$ cat config.mk
export PLATFORM = sky130hd
export DESIGN_NAME = iprh_handler
export DESIGN_NICKNAME = d
export VERILOG_FILES = /design/src/hw/iprh_pkg.sv /design/src/hw/iprh_crc.sv /design/src/hw/iprh_page_mem.sv /design/src/hw/iprh_handler.sv
export SDC_FILE = /design/constraint.sdc
export NUM_CORES = 2
export LEC_CHECK = 0
export BUFFER_PORTS_ARGS = -buffer_cell sky130_fd_sc_hd__buf_2
export CAP_MARGIN = 20
export CORE_ASPECT_RATIO = 1.4
export CORE_MARGIN = 3
export CORE_UTILIZATION = 45
export DETAILED_ROUTE_END_ITERATION = 8
export SLEW_MARGIN = 25
export SYNTH_ARGS = -nofsm -noshare
export SYNTH_HDL_FRONTEND = slang
export SYNTH_HIERARCHICAL = 1
export SYNTH_SLANG_ARGS = --single-unit
$ cat constraint.sdc
create_clock -name clock -period 9.1 [get_ports clock]
set_clock_uncertainty 0.1 [all_clocks]
set_input_delay 0.455 -clock clock [delete_from_list [all_inputs] [get_ports clock]]
set_output_delay 0.455 -clock clock [all_outputs]
set_load 0.05 [all_outputs]
$ cat src/hw/iprh_pkg.sv
// Shared constants and types of the inventory page read handler.
package iprh_pkg;

    // **************************************************************
    // Command and response codes
    // **************************************************************
    localparam logic [7:0]  IPRH_CMD_PAGE_READ = 8'hb0;
    localparam logic [7:0]  IPRH_RSP_FLAGS     = 8'h00;
    localparam logic [7:0]  IPRH_STAT_OPEN     = 8'h00;
    localparam logic [7:0]  IPRH_STAT_LOCKED   = 8'h0f;
    // Manufacturer code of this tag; the value is arbitrary.
    localparam logic [7:0]  IPRH_MFG_CODE      = 8'h5a;
    localparam logic [7:0]  IPRH_AFI_ANY       = 8'h00;

    // **************************************************************
    // Request flag bit positions (bit 0 is the first flag)
    // **************************************************************
    localparam int          IPRH_FLG_INV       = 2;
    localparam int          IPRH_FLG_AFI       = 4;
    localparam int          IPRH_FLG_ONE_SLOT  = 5;
    localparam int          IPRH_FLG_OPT       = 6;

    // **************************************************************
    // Memory and identifier geometry
    // **************************************************************
    localparam int          IPRH_NUM_PAGES     = 20;
    localparam logic [7:0]  IPRH_LAST_PAGE     = 8'h13;
    localparam logic [3:0]  IPRH_LAST_BYTE     = 4'hf;
    localparam int          IPRH_ADDR_W        = 9;
    localparam logic [7:0]  IPRH_UID_BITS_ONE  = 8'h40;
    localparam logic [7:0]  IPRH_UID_BITS_16   = 8'h3c;
    localparam logic [3:0]  IPRH_UID_BYTES     = 4'h8;

    // **************************************************************
    // CRC of the frame
    // **************************************************************
    localparam logic [15:0] IPRH_CRC_INIT      = 16'hffff;
    localparam logic [15:0] IPRH_CRC_POLY      = 16'h8408;
    localparam logic [15:0] IPRH_CRC_RESIDUE   = 16'hf0b8;

    typedef enum {
        R_FLAGS, R_CMD, R_MFG, R_AFI, R_MLEN, R_MASK,
        R_FIRST, R_CNT, R_CRC1, R_CRC2, R_DONE, R_SKIP
    } iprh_rx_t;

    typedef enum {
        S_IDLE, S_WAIT, S_FLAGS, S_UID, S_STAT, S_DATA, S_CRC_LO, S_CRC_HI
    } iprh_st_t;

endpackage : iprh_pkg

$ cat src/hw/iprh_crc.sv
// One byte step of the reflected 16-bit frame CRC.
`timescale 1ns/1ps
module iprh_crc
    import iprh_pkg::*;
(
    // CRC state in and out, and the data byte
    input  wire logic [15:0] crc_in,
    input  wire logic [7:0]  data,
    output logic      [15:0] crc_out
);

    always_comb begin
        logic [15:0] c;
        c = crc_in ^ {8'h00, data};
        for (int i = 0; i < 8; i++) begin
            c = c[0] ? ((c >> 1) ^ IPRH_CRC_POLY) : (c >> 1);
        end
        crc_out = c;
    end

endmodule : iprh_crc

$ cat src/hw/iprh_page_mem.sv
// User page memory, one byte wide, with registered read data.
`timescale 1ns/1ps
module iprh_page_mem
    import iprh_pkg::*;
(
    // Clock and reset
    input  wire logic                   clock,
    input  wire logic                   rst_b,
    // Write port
    input  wire logic                   wr_en,
    input  wire logic [IPRH_ADDR_W-1:0] wr_addr,
    input  wire logic [7:0]             wr_data,
    // Read port
    input  wire logic [IPRH_ADDR_W-1:0] rd_addr,
    output logic      [7:0]             rd_data
);

    logic [7:0] mem [IPRH_NUM_PAGES*16];

    always_ff @(posedge clock) begin
        if (wr_en) begin
            mem[wr_addr] <= wr_data;
        end
    end

    always_ff @(posedge clock or negedge rst_b) begin
        if (!rst_b) begin
            rd_data <= 8'h00;
        end else begin
            rd_data <= mem[rd_addr];
        end
    end

endmodule : iprh_page_mem

$ cat src/hw/iprh_handler.sv
// Inventory page read handler: parses the request and streams the answer.
`timescale 1ns/1ps
module iprh_handler
    import iprh_pkg::*;
(
    // Clock and reset
    input  wire logic                      clock,
    input  wire logic                      rst_b,
    // Decoded request bytes from the receiver
    input  wire logic                      rx_valid,
    input  wire logic [7:0]                rx_byte,
    input  wire logic                      rx_end,
    input  wire logic                      rx_err,
    input  wire logic                      slot_eof,
    // Response bytes to the transmitter
    output logic                           tx_valid,
    output logic      [7:0]                tx_data,
    output logic                           tx_last,
    input  wire logic                      tx_ready,
    // Tag identity and protection
    input  wire logic [63:0]               uid,
    input  wire logic [7:0]                afi,
    input  wire logic [IPRH_NUM_PAGES-1:0] page_rd_prot,
    input  wire logic                      pwd_accept,
    output logic                           rd_pwd_ok,
    // Memory load port
    input  wire logic                      mem_wr_en,
    input  wire logic [IPRH_ADDR_W-1:0]    mem_wr_addr,
    input  wire logic [7:0]                mem_wr_data
);

    // **************************************************************
    // Declarations
    // **************************************************************
    iprh_rx_t               rx_st;
    iprh_st_t               st;
    logic [7:0]             flags;
    logic [7:0]             mlen;
    logic [63:0]            mask;
    logic [3:0]             mask_cnt;
    logic [7:0]             first_pg;
    logic [7:0]             cnt_pg;
    logic                   bad;
    logic [15:0]            crc;
    logic [15:0]            next_crc;
    logic [7:0]             crc_byte;
    logic [3:0]             slot_cnt;
    logic [7:0]             page;
    logic [3:0]             byte_idx;
    logic [3:0]             uid_idx;
    logic                   pend;
    logic [7:0]             mem_rdata;
    logic [IPRH_ADDR_W-1:0] mem_raddr;
    logic                   emit;
    logic [7:0]             next_byte;
    logic                   free;
    logic                   rx_en;
    logic                   one_slot;
    logic [7:0]             mlen_max;
    logic [3:0]             mask_bytes;
    logic [63:0]            uid_sh;
    logic [3:0]             slot_tgt;
    logic [3:0]             uid_nb;
    logic [8:0]             pg_sum;
    logic [7:0]             last_pg;
    logic                   mask_hit;
    logic                   req_ok;
    logic                   start;

    // True when the page's data must be withheld.
    function automatic logic page_locked(input logic [7:0] pg,
                                         input logic [IPRH_NUM_PAGES-1:0] prot,
                                         input logic pwd_ok);
        page_locked = prot[pg[4:0]] && !pwd_ok;
    endfunction : page_locked

    // **************************************************************
    // Request decode
    // **************************************************************
    assign rx_en      = (st == S_IDLE) || (st == S_WAIT);
    assign one_slot   = flags[IPRH_FLG_ONE_SLOT];
    assign mlen_max   = one_slot ? IPRH_UID_BITS_ONE : IPRH_UID_BITS_16;
    assign mask_bytes = 4'((mlen + 8'd7) >> 3);
    assign uid_sh     = uid >> mlen[6:0];
    assign slot_tgt   = uid_sh[3:0];
    assign uid_nb     = 4'((8'(mlen_max - mlen) + 8'd7) >> 3);
    assign pg_sum     = {1'b0, first_pg} + {1'b0, cnt_pg};
    assign last_pg    = (pg_sum > {1'b0, IPRH_LAST_PAGE}) ? IPRH_LAST_PAGE
                                                          : pg_sum[7:0];
    assign mask_hit   = ((uid ^ mask) & ((64'h1 << mlen[6:0]) - 64'h1)) == 64'h0;
    assign req_ok     = (rx_st == R_DONE) && !bad && !rx_err
                        && (crc == IPRH_CRC_RESIDUE)
                        && flags[IPRH_FLG_INV]
                        && mask_hit && (first_pg <= IPRH_LAST_PAGE);
    assign start      = (st == S_IDLE) && rx_end && req_ok;

    // Field walk of the request; an unknown command is skipped silently.
    always_ff @(posedge clock or negedge rst_b) begin
        if (!rst_b) begin
            rx_st    <= R_FLAGS;
            flags    <= 8'h00;
            mlen     <= 8'h00;
            mask     <= 64'h0;
            mask_cnt <= 4'h0;
            first_pg <= 8'h00;
            cnt_pg   <= 8'h00;
            bad      <= 1'b0;
        end else if (rx_end) begin
            rx_st <= R_FLAGS;
            bad   <= 1'b0;
        end else if (rx_valid && rx_en) begin
            unique case (rx_st)
                R_FLAGS: begin
                    flags <= rx_byte;
                    rx_st <= R_CMD;
                end
                R_CMD: begin
                    rx_st <= (rx_byte == IPRH_CMD_PAGE_READ) ? R_MFG : R_SKIP;
                end
                R_MFG: begin
                    bad   <= bad || (rx_byte != IPRH_MFG_CODE);
                    rx_st <= flags[IPRH_FLG_AFI] ? R_AFI : R_MLEN;
                end
                R_AFI: begin
                    bad   <= bad || ((rx_byte != IPRH_AFI_ANY) && (rx_byte != afi));
                    rx_st <= R_MLEN;
                end
                R_MLEN: begin
                    mlen     <= rx_byte;
                    mask     <= 64'h0;
                    mask_cnt <= 4'h0;
                    bad      <= bad || (rx_byte > mlen_max);
                    rx_st    <= (rx_byte == 8'h00) ? R_FIRST : R_MASK;
                end
                R_MASK: begin
                    mask[{mask_cnt[2:0], 3'b000} +: 8] <= rx_byte;
                    mask_cnt <= mask_cnt + 4'h1;
                    if (mask_cnt + 4'h1 == mask_bytes) begin
                        rx_st <= R_FIRST;
                    end
                end
                R_FIRST: begin
                    first_pg <= rx_byte;
                    rx_st    <= R_CNT;
                end
                R_CNT: begin
                    cnt_pg <= rx_byte;
                    rx_st  <= R_CRC1;
                end
                R_CRC1: rx_st <= R_CRC2;
                R_CRC2: rx_st <= R_DONE;
                R_DONE: bad   <= 1'b1;
                R_SKIP: rx_st <= R_SKIP;
            endcase
        end
    end

    // **************************************************************
    // Shared CRC: checks the request, then builds the response CRC
    // **************************************************************
    assign crc_byte = rx_en ? rx_byte : next_byte;

    iprh_crc u_crc (
        .crc_in  (crc),
        .data    (crc_byte),
        .crc_out (next_crc)
    );

    always_ff @(posedge clock or negedge rst_b) begin
        if (!rst_b) begin
            crc <= IPRH_CRC_INIT;
        end else if (rx_end || start || (st == S_WAIT && slot_eof)
                     || (st == S_CRC_HI && emit)) begin
            crc <= IPRH_CRC_INIT;
        end else if (rx_en && rx_valid) begin
            crc <= next_crc;
        end else if (emit && st != S_CRC_LO && st != S_CRC_HI) begin
            crc <= next_crc;
        end
    end

    // **************************************************************
    // Session password flag
    // **************************************************************
    // Only a power-on reset clears it, so it lives for the whole field session.
    always_ff @(posedge clock or negedge rst_b) begin
        if (!rst_b) begin
            rd_pwd_ok <= 1'b0;
        end else if (pwd_accept) begin
            rd_pwd_ok <= 1'b1;
        end
    end

    // **************************************************************
    // Response byte source
    // **************************************************************
    assign free      = !tx_valid || tx_ready;
    assign mem_raddr = IPRH_ADDR_W'({page, 4'h0} + {8'h00, byte_idx});

    iprh_page_mem u_mem (
        .clock   (clock),
        .rst_b   (rst_b),
        .wr_en   (mem_wr_en),
        .wr_addr (mem_wr_addr),
        .wr_data (mem_wr_data),
        .rd_addr (mem_raddr),
        .rd_data (mem_rdata)
    );

    always_comb begin
        emit      = 1'b0;
        next_byte = 8'h00;
        unique case (st)
            S_FLAGS: begin
                emit      = free;
                next_byte = IPRH_RSP_FLAGS;
            end
            S_UID: begin
                emit      = free;
                next_byte = uid[{uid_idx[2:0], 3'b000} +: 8];
            end
            S_STAT: begin
                emit      = free;
                next_byte = page_locked(page, page_rd_prot, rd_pwd_ok)
                            ? IPRH_STAT_LOCKED : IPRH_STAT_OPEN;
            end
            S_DATA: begin
                emit      = free && pend;
                next_byte = mem_rdata;
            end
            S_CRC_LO: begin
                emit      = free;
                next_byte = ~crc[7:0];
            end
            S_CRC_HI: begin
                emit      = free;
                next_byte = ~crc[15:8];
            end
            default: begin
                emit      = 1'b0;
                next_byte = 8'h00;
            end
        endcase
    end

    // **************************************************************
    // Sequencer
    // **************************************************************
    always_ff @(posedge clock or negedge rst_b) begin
        if (!rst_b) begin
            st       <= S_IDLE;
            slot_cnt <= 4'h0;
            page     <= 8'h00;
            byte_idx <= 4'h0;
            uid_idx  <= 4'h0;
            pend     <= 1'b0;
        end else begin
            unique case (st)
                S_IDLE: begin
                    slot_cnt <= 4'h0;
                    if (start) begin
                        st <= (one_slot || slot_tgt == 4'h0) ? S_FLAGS : S_WAIT;
                    end
                end
                S_WAIT: begin
                    // A fresh request from the reader ends this round.
                    if (rx_valid) begin
                        st <= S_IDLE;
                    end else if (slot_eof) begin
                        slot_cnt <= slot_cnt + 4'h1;
                        if (slot_cnt + 4'h1 == slot_tgt) begin
                            st <= S_FLAGS;
                        end
                    end
                end
                S_FLAGS: begin
                    page    <= first_pg;
                    uid_idx <= IPRH_UID_BYTES - uid_nb;
                    if (emit) begin
                        st <= (flags[IPRH_FLG_OPT] && uid_nb != 4'h0) ? S_UID
                                                                      : S_STAT;
                    end
                end
                S_UID: begin
                    if (emit) begin
                        uid_idx <= uid_idx + 4'h1;
                        if (uid_idx == IPRH_UID_BYTES - 4'h1) begin
                            st <= S_STAT;
                        end
                    end
                end
                S_STAT: begin
                    byte_idx <= 4'h0;
                    pend     <= 1'b0;
                    if (emit) begin
                        if (!page_locked(page, page_rd_prot, rd_pwd_ok)) begin
                            st <= S_DATA;
                        end else if (page == last_pg) begin
                            st <= S_CRC_LO;
                        end else begin
                            page <= page + 8'h01;
                        end
                    end
                end
                S_DATA: begin
                    // The memory answers one cycle after the address settles.
                    if (!pend) begin
                        pend <= 1'b1;
                    end else if (emit) begin
                        pend     <= 1'b0;
                        byte_idx <= byte_idx + 4'h1;
                        if (byte_idx == IPRH_LAST_BYTE) begin
                            if (page == last_pg) begin
                                st <= S_CRC_LO;
                            end else begin
                                page <= page + 8'h01;
                                st   <= S_STAT;
                            end
                        end
                    end
                end
                S_CRC_LO: begin
                    if (emit) begin
                        st <= S_CRC_HI;
                    end
                end
                S_CRC_HI: begin
                    if (emit) begin
                        st <= S_IDLE;
                    end
                end
            endcase
        end
    end

    // Output byte holder.
    always_ff @(posedge clock or negedge rst_b) begin
        if (!rst_b) begin
            tx_valid <= 1'b0;
            tx_data  <= 8'h00;
            tx_last  <= 1'b0;
        end else if (emit) begin
            tx_valid <= 1'b1;
            tx_data  <= next_byte;
            tx_last  <= (st == S_CRC_HI);
        end else if (tx_ready) begin
            tx_valid <= 1'b0;
            tx_last  <= 1'b0;
        end
    end

    // **************************************************************
    // Assertions
    // **************************************************************
    property p_cmd;
        @(posedge clock) disable iff (!rst_b)
        (rx_valid && rx_en && rx_st == R_CMD && rx_byte != IPRH_CMD_PAGE_READ)
            |=> (rx_st == R_SKIP);
    endproperty
    a_cmd: assert property (p_cmd) else $error("foreign command not skipped");

    property p_silent;
        @(posedge clock) disable iff (!rst_b)
        (st == S_IDLE && rx_end && !req_ok) |=> (st == S_IDLE) [*2] ##0 !tx_valid;
    endproperty
    a_silent: assert property (p_silent) else $error("answer to bad request");

    property p_flags_byte;
        @(posedge clock) disable iff (!rst_b)
        (st == S_FLAGS && emit) |=> (tx_valid && tx_data == IPRH_RSP_FLAGS);
    endproperty
    a_flags_byte: assert property (p_flags_byte) else $error("bad flags byte");

    property p_no_uid;
        @(posedge clock) disable iff (!rst_b)
        (st == S_UID) |-> flags[IPRH_FLG_OPT];
    endproperty
    a_no_uid: assert property (p_no_uid) else $error("identifier sent without option");

    property p_open;
        @(posedge clock) disable iff (!rst_b)
        (st == S_STAT && emit && !page_locked(page, page_rd_prot, rd_pwd_ok))
            |=> (tx_data == IPRH_STAT_OPEN) ##0 (st == S_DATA);
    endproperty
    a_open: assert property (p_open) else $error("open page status wrong");

    property p_locked;
        @(posedge clock) disable iff (!rst_b)
        (st == S_STAT && emit && page_locked(page, page_rd_prot, rd_pwd_ok))
            |=> (tx_data == IPRH_STAT_LOCKED) ##0 (st != S_DATA);
    endproperty
    a_locked: assert property (p_locked) else $error("locked page status wrong");

    property p_page_bound;
        @(posedge clock) disable iff (!rst_b)
        (st == S_DATA || st == S_STAT) |-> (page <= last_pg && page <= IPRH_LAST_PAGE);
    endproperty
    a_page_bound: assert property (p_page_bound) else $error("page past end");

    property p_slot;
        @(posedge clock) disable iff (!rst_b)
        (st == S_WAIT && slot_eof && !rx_valid && slot_cnt + 4'h1 == slot_tgt)
            |=> (st == S_FLAGS);
    endproperty
    a_slot: assert property (p_slot) else $error("missed own slot");

    property p_uid_count;
        @(posedge clock) disable iff (!rst_b)
        $rose(st == S_UID) |-> (uid_idx == IPRH_UID_BYTES - uid_nb);
    endproperty
    a_uid_count: assert property (p_uid_count) else $error("identifier length wrong");

    property p_pwd;
        @(posedge clock) disable iff (!rst_b)
        pwd_accept |=> rd_pwd_ok [*3];
    endproperty
    a_pwd: assert property (p_pwd) else $error("password flag lost");

    c_one_slot: cover property (@(posedge clock) disable iff (!rst_b)
        start && one_slot);
    c_slot_wait: cover property (@(posedge clock) disable iff (!rst_b)
        st == S_WAIT ##1 st == S_FLAGS);
    c_locked: cover property (@(posedge clock) disable iff (!rst_b)
        st == S_STAT && emit && page_locked(page, page_rd_prot, rd_pwd_ok));
    c_end: cover property (@(posedge clock) disable iff (!rst_b)
        tx_valid && tx_last && tx_ready);

endmodule : iprh_handler

Yosys cells after proc, flatten, opt, wreduce, memory -nomap -nowiden
Memories as Yosys holds them, arrays and structs flattened. A register that Yosys moved wholly into a read port is not among the register bits. Cells that the tools add are included.

Memory bits (read-only): 0. Register bits after elaboration: 211. Word-level logic and storage cells: 241. Output and inout bits: 11. RAM bits: 2560. Latch bits: 0. Memories: 1. Input bits: 126.

Shifts and indexed selects: 5. Eq/ne operators: 49. Reduce and logical (&&, ||, !) cells: 62. Multipliers: 0. Order comparisons: 4. Add/subtract/negate cells: 13. Div/mod/pow operators: 0. Bitwise operators: 14. Mux-type cells: 74.

Memories: u_mem.mem (words 320, width 8, read ports 1, clocked after Yosys merged registers in 1, wr ports 1, line iprh_page_mem.sv:18) `logic [7:0] mem [IPRH_NUM_PAGES*16];`.

Operators with widths (number): 32-bit 2-to-1 mux (18); 32-bit case mux with 11 select lines (1); 32-bit by 3-bit == test with 1-bit output, second input constant (8); 32-bit case mux with 8 select lines (1); 16-bit 2-to-1 mux (11); 32-bit by 2-bit == test with 1-bit output, second input constant (5); 32-bit by 4-bit == test with 1-bit output, second input constant (5); 64-bit case mux with 2 select lines (1); 32-bit zero test (3); 64-bit AND (1); 64-bit bitwise mux (1); 32-bit by 1-bit == test with 1-bit output, second input constant (2); 64-bit zero test (1); 8-bit 2-to-1 mux (8); 32-bit by 4-bit inequality test with 1-bit output, second input constant (2); 8-bit by 8-bit variable shift with 64-bit output, first input constant (1); 64-bit by 7-bit variable part select with 8-bit output (1); 8-bit by 8-bit variable part select with 64-bit output (1); 1-bit by 7-bit left shift with 64-bit output, first input constant (1); 64-bit by 7-bit right shift with 4-bit output (1); 64-bit by 1-bit subtractor with 64-bit output, second input constant (1); 64-bit bitwise XOR (1); 8-bit case mux with 5 select lines (1); 32-bit by 5-bit == test with 1-bit output, second input constant (1); 52 further kinds (144).

Longest topological paths before layout
Depth after elaboration: 26. Gate-level depth with buffers: 19.

Modules after synthesis
The synthesis kept the hierarchy.

By module, submodules not included: iprh_page_mem (cells each 4888, area each 99651.8 um^2, times used 1); iprh_handler (cells each 1483, area each 13335.3 um^2, times used 1); iprh_crc (cells each 24, area each 371.6 um^2, times used 1).

Least setup slack after synthesis
No wires, ideal clock.

Kind: register to register. Start point: reg mlen[0]. End point: reg st[0]. Period minus slack after synthesis: 3837 ps. Slack: 5263 ps. Path buffers: 5. Cell stages (with the launch flop): 17. Arrival time: 3609 ps. Path through: dfrtp_1 -> buf_2 -> buf_2 -> buf_2 -> buf_2 -> nand3_1 -> ha_1 -> clkbuf_1 -> o311ai_2 -> o2111a_1 -> a41o_1 -> a2111oi_2 -> nand4_1 -> a2111oi_2 -> a21oi_1 -> a211oi_2 -> mux2_1.

Cells in the longest elaborated chain, start to end: 9. Elaborated cells on any way between the ends: 23.

RTL lines: from (decl) (line iprh_handler.sv:38) `logic [7:0] mlen;`; from (signal assigned) (line iprh_handler.sv:129) `mlen <= rx_byte;`; 1-bit by 7-bit left shift with 64-bit output (line iprh_handler.sv:90) `assign mask_hit = ((uid ^ mask) & ((64'h1 << mlen[6:0]) - 64'h1)) == 64'h0;`; 64-bit by 1-bit subtractor with 64-bit output (line iprh_handler.sv:90); 64-bit AND (line iprh_handler.sv:90); 64-bit zero test (line iprh_handler.sv:90); 1-bit logical AND (2 in series) (line iprh_handler.sv:94) `&& mask_hit && (first_pg <= IPRH_LAST_PAGE);`; 1-bit logical AND (line iprh_handler.sv:95) `assign start = (st == S_IDLE) && rx_end && req_ok;`; 2-bit inequality test (no line); 13-bit AND reduction (no line); to (signal assigned) (line iprh_handler.sv:262) `st <= (one_slot || slot_tgt == 4'h0) ? S_FLAGS : S_WAIT;`; to (signal assigned) (line iprh_handler.sv:280) `st <= (flags[IPRH_FLG_OPT] && uid_nb != 4'h0) ? S_UID`; to (decl) (line iprh_handler.sv:36) `iprh_st_t st;`.

Parallel ways exist; a longest one is shown, timed or not. The select of a mux whose other input is x is not followed. A chain may end at the register's enable or synchronous reset.

Final worst setup path
Start point: reg mlen[2]. End point: reg st[0].

The elaborated chain is that of the path after synthesis.

==> results.txt <==
----------------------------------------------------
[Status]
  Status ... finished, final reports clean

[Critical path]
  Biggest fanout along the worst timing path ... 29
  CP Class ... reg -> reg
  Most numerous cell on the critical path ... a21oi_1
  Arrival time reported for the critical path endpoint ... 5.77 ns
  Origin of the worst setup path ... mlen[2]
  CP startpoint kind ... flop
  CP cell instances ... nor3_2 -> buf_4 -> nand2_1 -> ha_1 -> o311ai_0 -> o41ai_1 -> a21oi_1 -> a2111oi_0 -> nand4_1 -> a2111oi_2 -> a21oi_1 -> a211oi_2 -> mux2_1
  Slowest stage delay, CP ... around 0.78 ns
  Worst Setup End Kind ... flop
  Slowest stage cell on the critical path ... dfrtp_2
  Worst r2r src ... mlen[2]
  Kind of cell adding the most delay to the critical path ... compound AO/OA/AOI/OAI gates
  Critical path buffer and inverter count ... 1
  Required time of the critical path ... approximately 9.7 ns

[Route]
  Final antenna-violating net count ... 0
  First drt pass iteration count ... 6
  Average routed wire per standard cell ... between 30 and 40 um
  Via count ... 61,100
  DRC violation count after routing ... 0
  Avg Vias per Cell ... 6.11
  Wirelength, routed ... 304,000 um
  DRC marker count from the first detailed-route iteration ... roughly 6,100

[Synth]
  Top_reg_cell synth ... edfxtp_1
  Top cells by area, synth ... edfxtp_1 68%, mux4_2 9.7%, mux2i_1 4.7%
  FF+latch count, synth ... around 2,700
  Async set or reset register ratio after synthesis ... roughly 5.8%
  Top cell type by total area after synthesis ... edfxtp_1
  Synth Instances ... 6,395
  YS warnings ... 6
  Number of synthesized flops with an enable pin ... around 2,600
  Post-synthesis cell type count ... 105
  Post-Syn Nets ... 6,553
  Netlist area before placement ... approximately 110,000 sq um
  Average footprint of a synthesized cell ... about 18 sq um
  Share of the synthesized area in the top cell type ... between 60% and 70%
  Sequential cell area fraction in the yosys report ... 71.3%

[Clocking]
  TritonCTS sink count ... around 2,700
  Clock transition at the registers of the reported paths ... roughly 0.06 ns
  Clock tree from TritonCTS ... built
  Number of CTS-inserted buffers ... between 200 and 300
  Setup fix buffers added after clock tree synthesis ... 0
  Count of H-tree levels built during CTS ... 5
  Clock Path Buffers ... 4
  Clk Latency, worst-skew pair ... between 0.8 and 0.9 ns
  Clock Tree Root ... clkbuf_16

[Power]
  Worst VDD drop ... approximately 0.00023 V
  Static Leak ... roughly 39 nW
  Power density relative to cell area ... 251 nW/um^2

[Floorplanning]
  Standard-cell rows ... 217
  Die Footprint ... 258,000 sq um
  Number of ports placed on the die boundary ... between 100 and 150
  Area of the core region ... around 250,000 sq um
  Effective utilization at floorplan ... 45.3%
  Die W ... about 430 um
  Die Y ... approximately 600 um

[Timing]
  Max Clock Freq ... ~190 MHz
  Final count of hold timing violations ... 0
  Final Slew Violations ... 0
  Final critical-path share of the clock period ... 56.8%
  Worst slew pin tran ... about 1.2 ns
  Final setup viols ... 0
  Unrepaired setup endpoints after global routing ... no
  Fin Setup TNS ... 0 ns
  Worst relative slew slack ... 19.5%
  Period minus WS final ... a little over 5 ns

[GRT]
  Routing usage on met1 ... between 20 and 30%
  Busiest grt layer ... met2
  First-pass GRT wire length ... between 400,000 and 500,000 um
  Total routing resource utilization after global routing ... a little under a quarter
  Total overflow reported by the global router ... 0
  Initial antenna violation count ... 10
  Via count of the first global-routing pass ... about 62,000
  Met3 GRT Util ... 3.15%
  Global-route met2 utilization ... approximately 41%
  Largest net degree at the start of global routing ... a little under 200

[Cells and area]
  Synthesis-to-layout area growth ... 10.8%
  Layout cell share with drive strength beyond 1 ... 18.5%
  Most frequent cells in the layout ... 2,560 x edfxtp_1, 530 x mux2i_1, 487 x mux4_2, 420 x nor2_1, 281 x clkbuf_16
  Commonest non-fill, non-tap cell in the layout ... edfxtp_1
  Non-Filler Cell Area, Final ... between 100,000 and 150,000 sq um
  Final net count ... 6,662
  Number of fill cells in the layout ... around 20,000

[Run]
  Max-cap violation count ... 0

[Min path]
  Path type of the worst min-delay path ... in -> async

[Placement]
  Standard cell area after detailed placement ... roughly 120,000 sq um
  Weighted congestion at the end of routability-driven global placement ... 0.956
  Total half-perimeter wirelength after legalization and detailed placement ... approximately 190,000 um
  Input/output buffers ... roughly 140

----------------------------------------------------
## worst paths after layout
check / endpoint / slack (ns) / depth (start not counted)
max in group asynchronous: page[0] / 7.52 / 3
worst min-delay path: mlen[0] / 0.05 / 2
worst min register to register: tx_data[0] / 0.39 / 2
worst max register to register: st[0] / 3.94 / 13
min in group clock: mlen[5] / 0.07 / 3
worst max-delay path: st[0] / 3.94 / 13
## cell usage after synthesis, types with 9 or more instances
cell type	number
nor3_1	29
or4_1	12
o21ai_0	207
buf_8	10
a41oi_1	19
a221oi_1	93
o221ai_1	24
nand2b_1	33
nor4_1	36
and2_1	14
xor2_1	56
nand4_1	27
mux4_2	487
buf_1	27
a21o_1	16
xnor2_1	74
buf_6	44
nand3_1	141
mux2_2	42
o22ai_1	86
inv_1	40
and4_1	9
mux2i_1	530
a2111oi_0	20
clkbuf_1	209
or2_2	11
nand2_1	257
dfstp_2	16
a22oi_1	104
a21oi_1	114
nor2b_1	41
o21ai_1	10
buf_2	74
ha_1	30
nor2_1	422
a31oi_1	30
a211oi_1	31
edfxtp_1	2560
buf_4	50
dfrtp_1	143
a22o_1	43
## per-layer routing
metal	vias up	wire length [um]	part of all wire, %
li1	26100	-	-
met1	32100	115000	38
met2	2293	156000	51
met3	596	17500	5.7
met4	2	15900	5.2
met5	-	7	0.0023
## final cells by class
class	instances	area (sq um)	area share [%]
Inverter	41	154	0.123
Sequential cell	2719	80900	64.4
Multi-Input combinational cell	3215	30100	24.0
Tap cell	3285	4110	3.27
Clock inverter	122	1040	0.827
Timing Repair Buffer	254	1930	1.54
Antenna cell	12	30.0	0.0239
Clock buffer	352	7330	5.84
## sequential cells by signal, summed over array words and instances, names as in the netlist, 3 cells and up
register,count
mask,64
byte_idx,4
mlen,7
rx_st,4
u_mem/mem,2560
first_pg,8
uid_idx,4
mask_cnt,4
page,8
st,3
tx_data,8
cnt_pg,8
u_mem/rd_data,8
crc,16
flags,4
slot_cnt,4
## through the flow
step / instances / worst slack (ns) / hold slack (ns) / total power [mW] / util, %
final: 10000 / 3.94 / 0.0526 / 31.5 / 50.2
after detailed placement: 9500 / 4.10 / 0.334 / 21.1 / 46.8
after global routing: 9994 / 3.72 / 0.0516 / 32.6 / 50.2
after floorplan: 6395 / 5.26 / 0.0594 / 19.3 / -
after CTS: 9983 / 4.08 / 0.00316 / 31.8 / 50.2
after global placement: 9500 / 4.07 / 0.330 / 21.0 / 46.8
## where the power goes
part / leakage (nW) / internal [mW] / switching [mW]
clock: 4.10 / 6.13 / 4.61
combinational: 9.97 / 2.94 / 3.78
sequential: 25.0 / 13.8 / 0.232
total: 39.1 / 22.9 / 8.62
## kinds of logic after synthesis
kind of cell / Yosys count / synth area share, %
AO/OA/AOI/OAI: 868 / 5.24
XOR/XNOR: 143 / 1.25
adder cells (fa/ha/maj): 32 / 0.366
buffers and inverters: 461 / 2.25
flip-flops: 2719 / 71.3
multiplexers: 1067 / 14.9
AND/OR/NAND/NOR: 1105 / 4.63
## repair_timing
action	CTS	global route
hold endpoints to repair	170	84
resized for setup	0	0
hold buffers	9	2
Note: power is estimated with default switching activity, not from simulation.
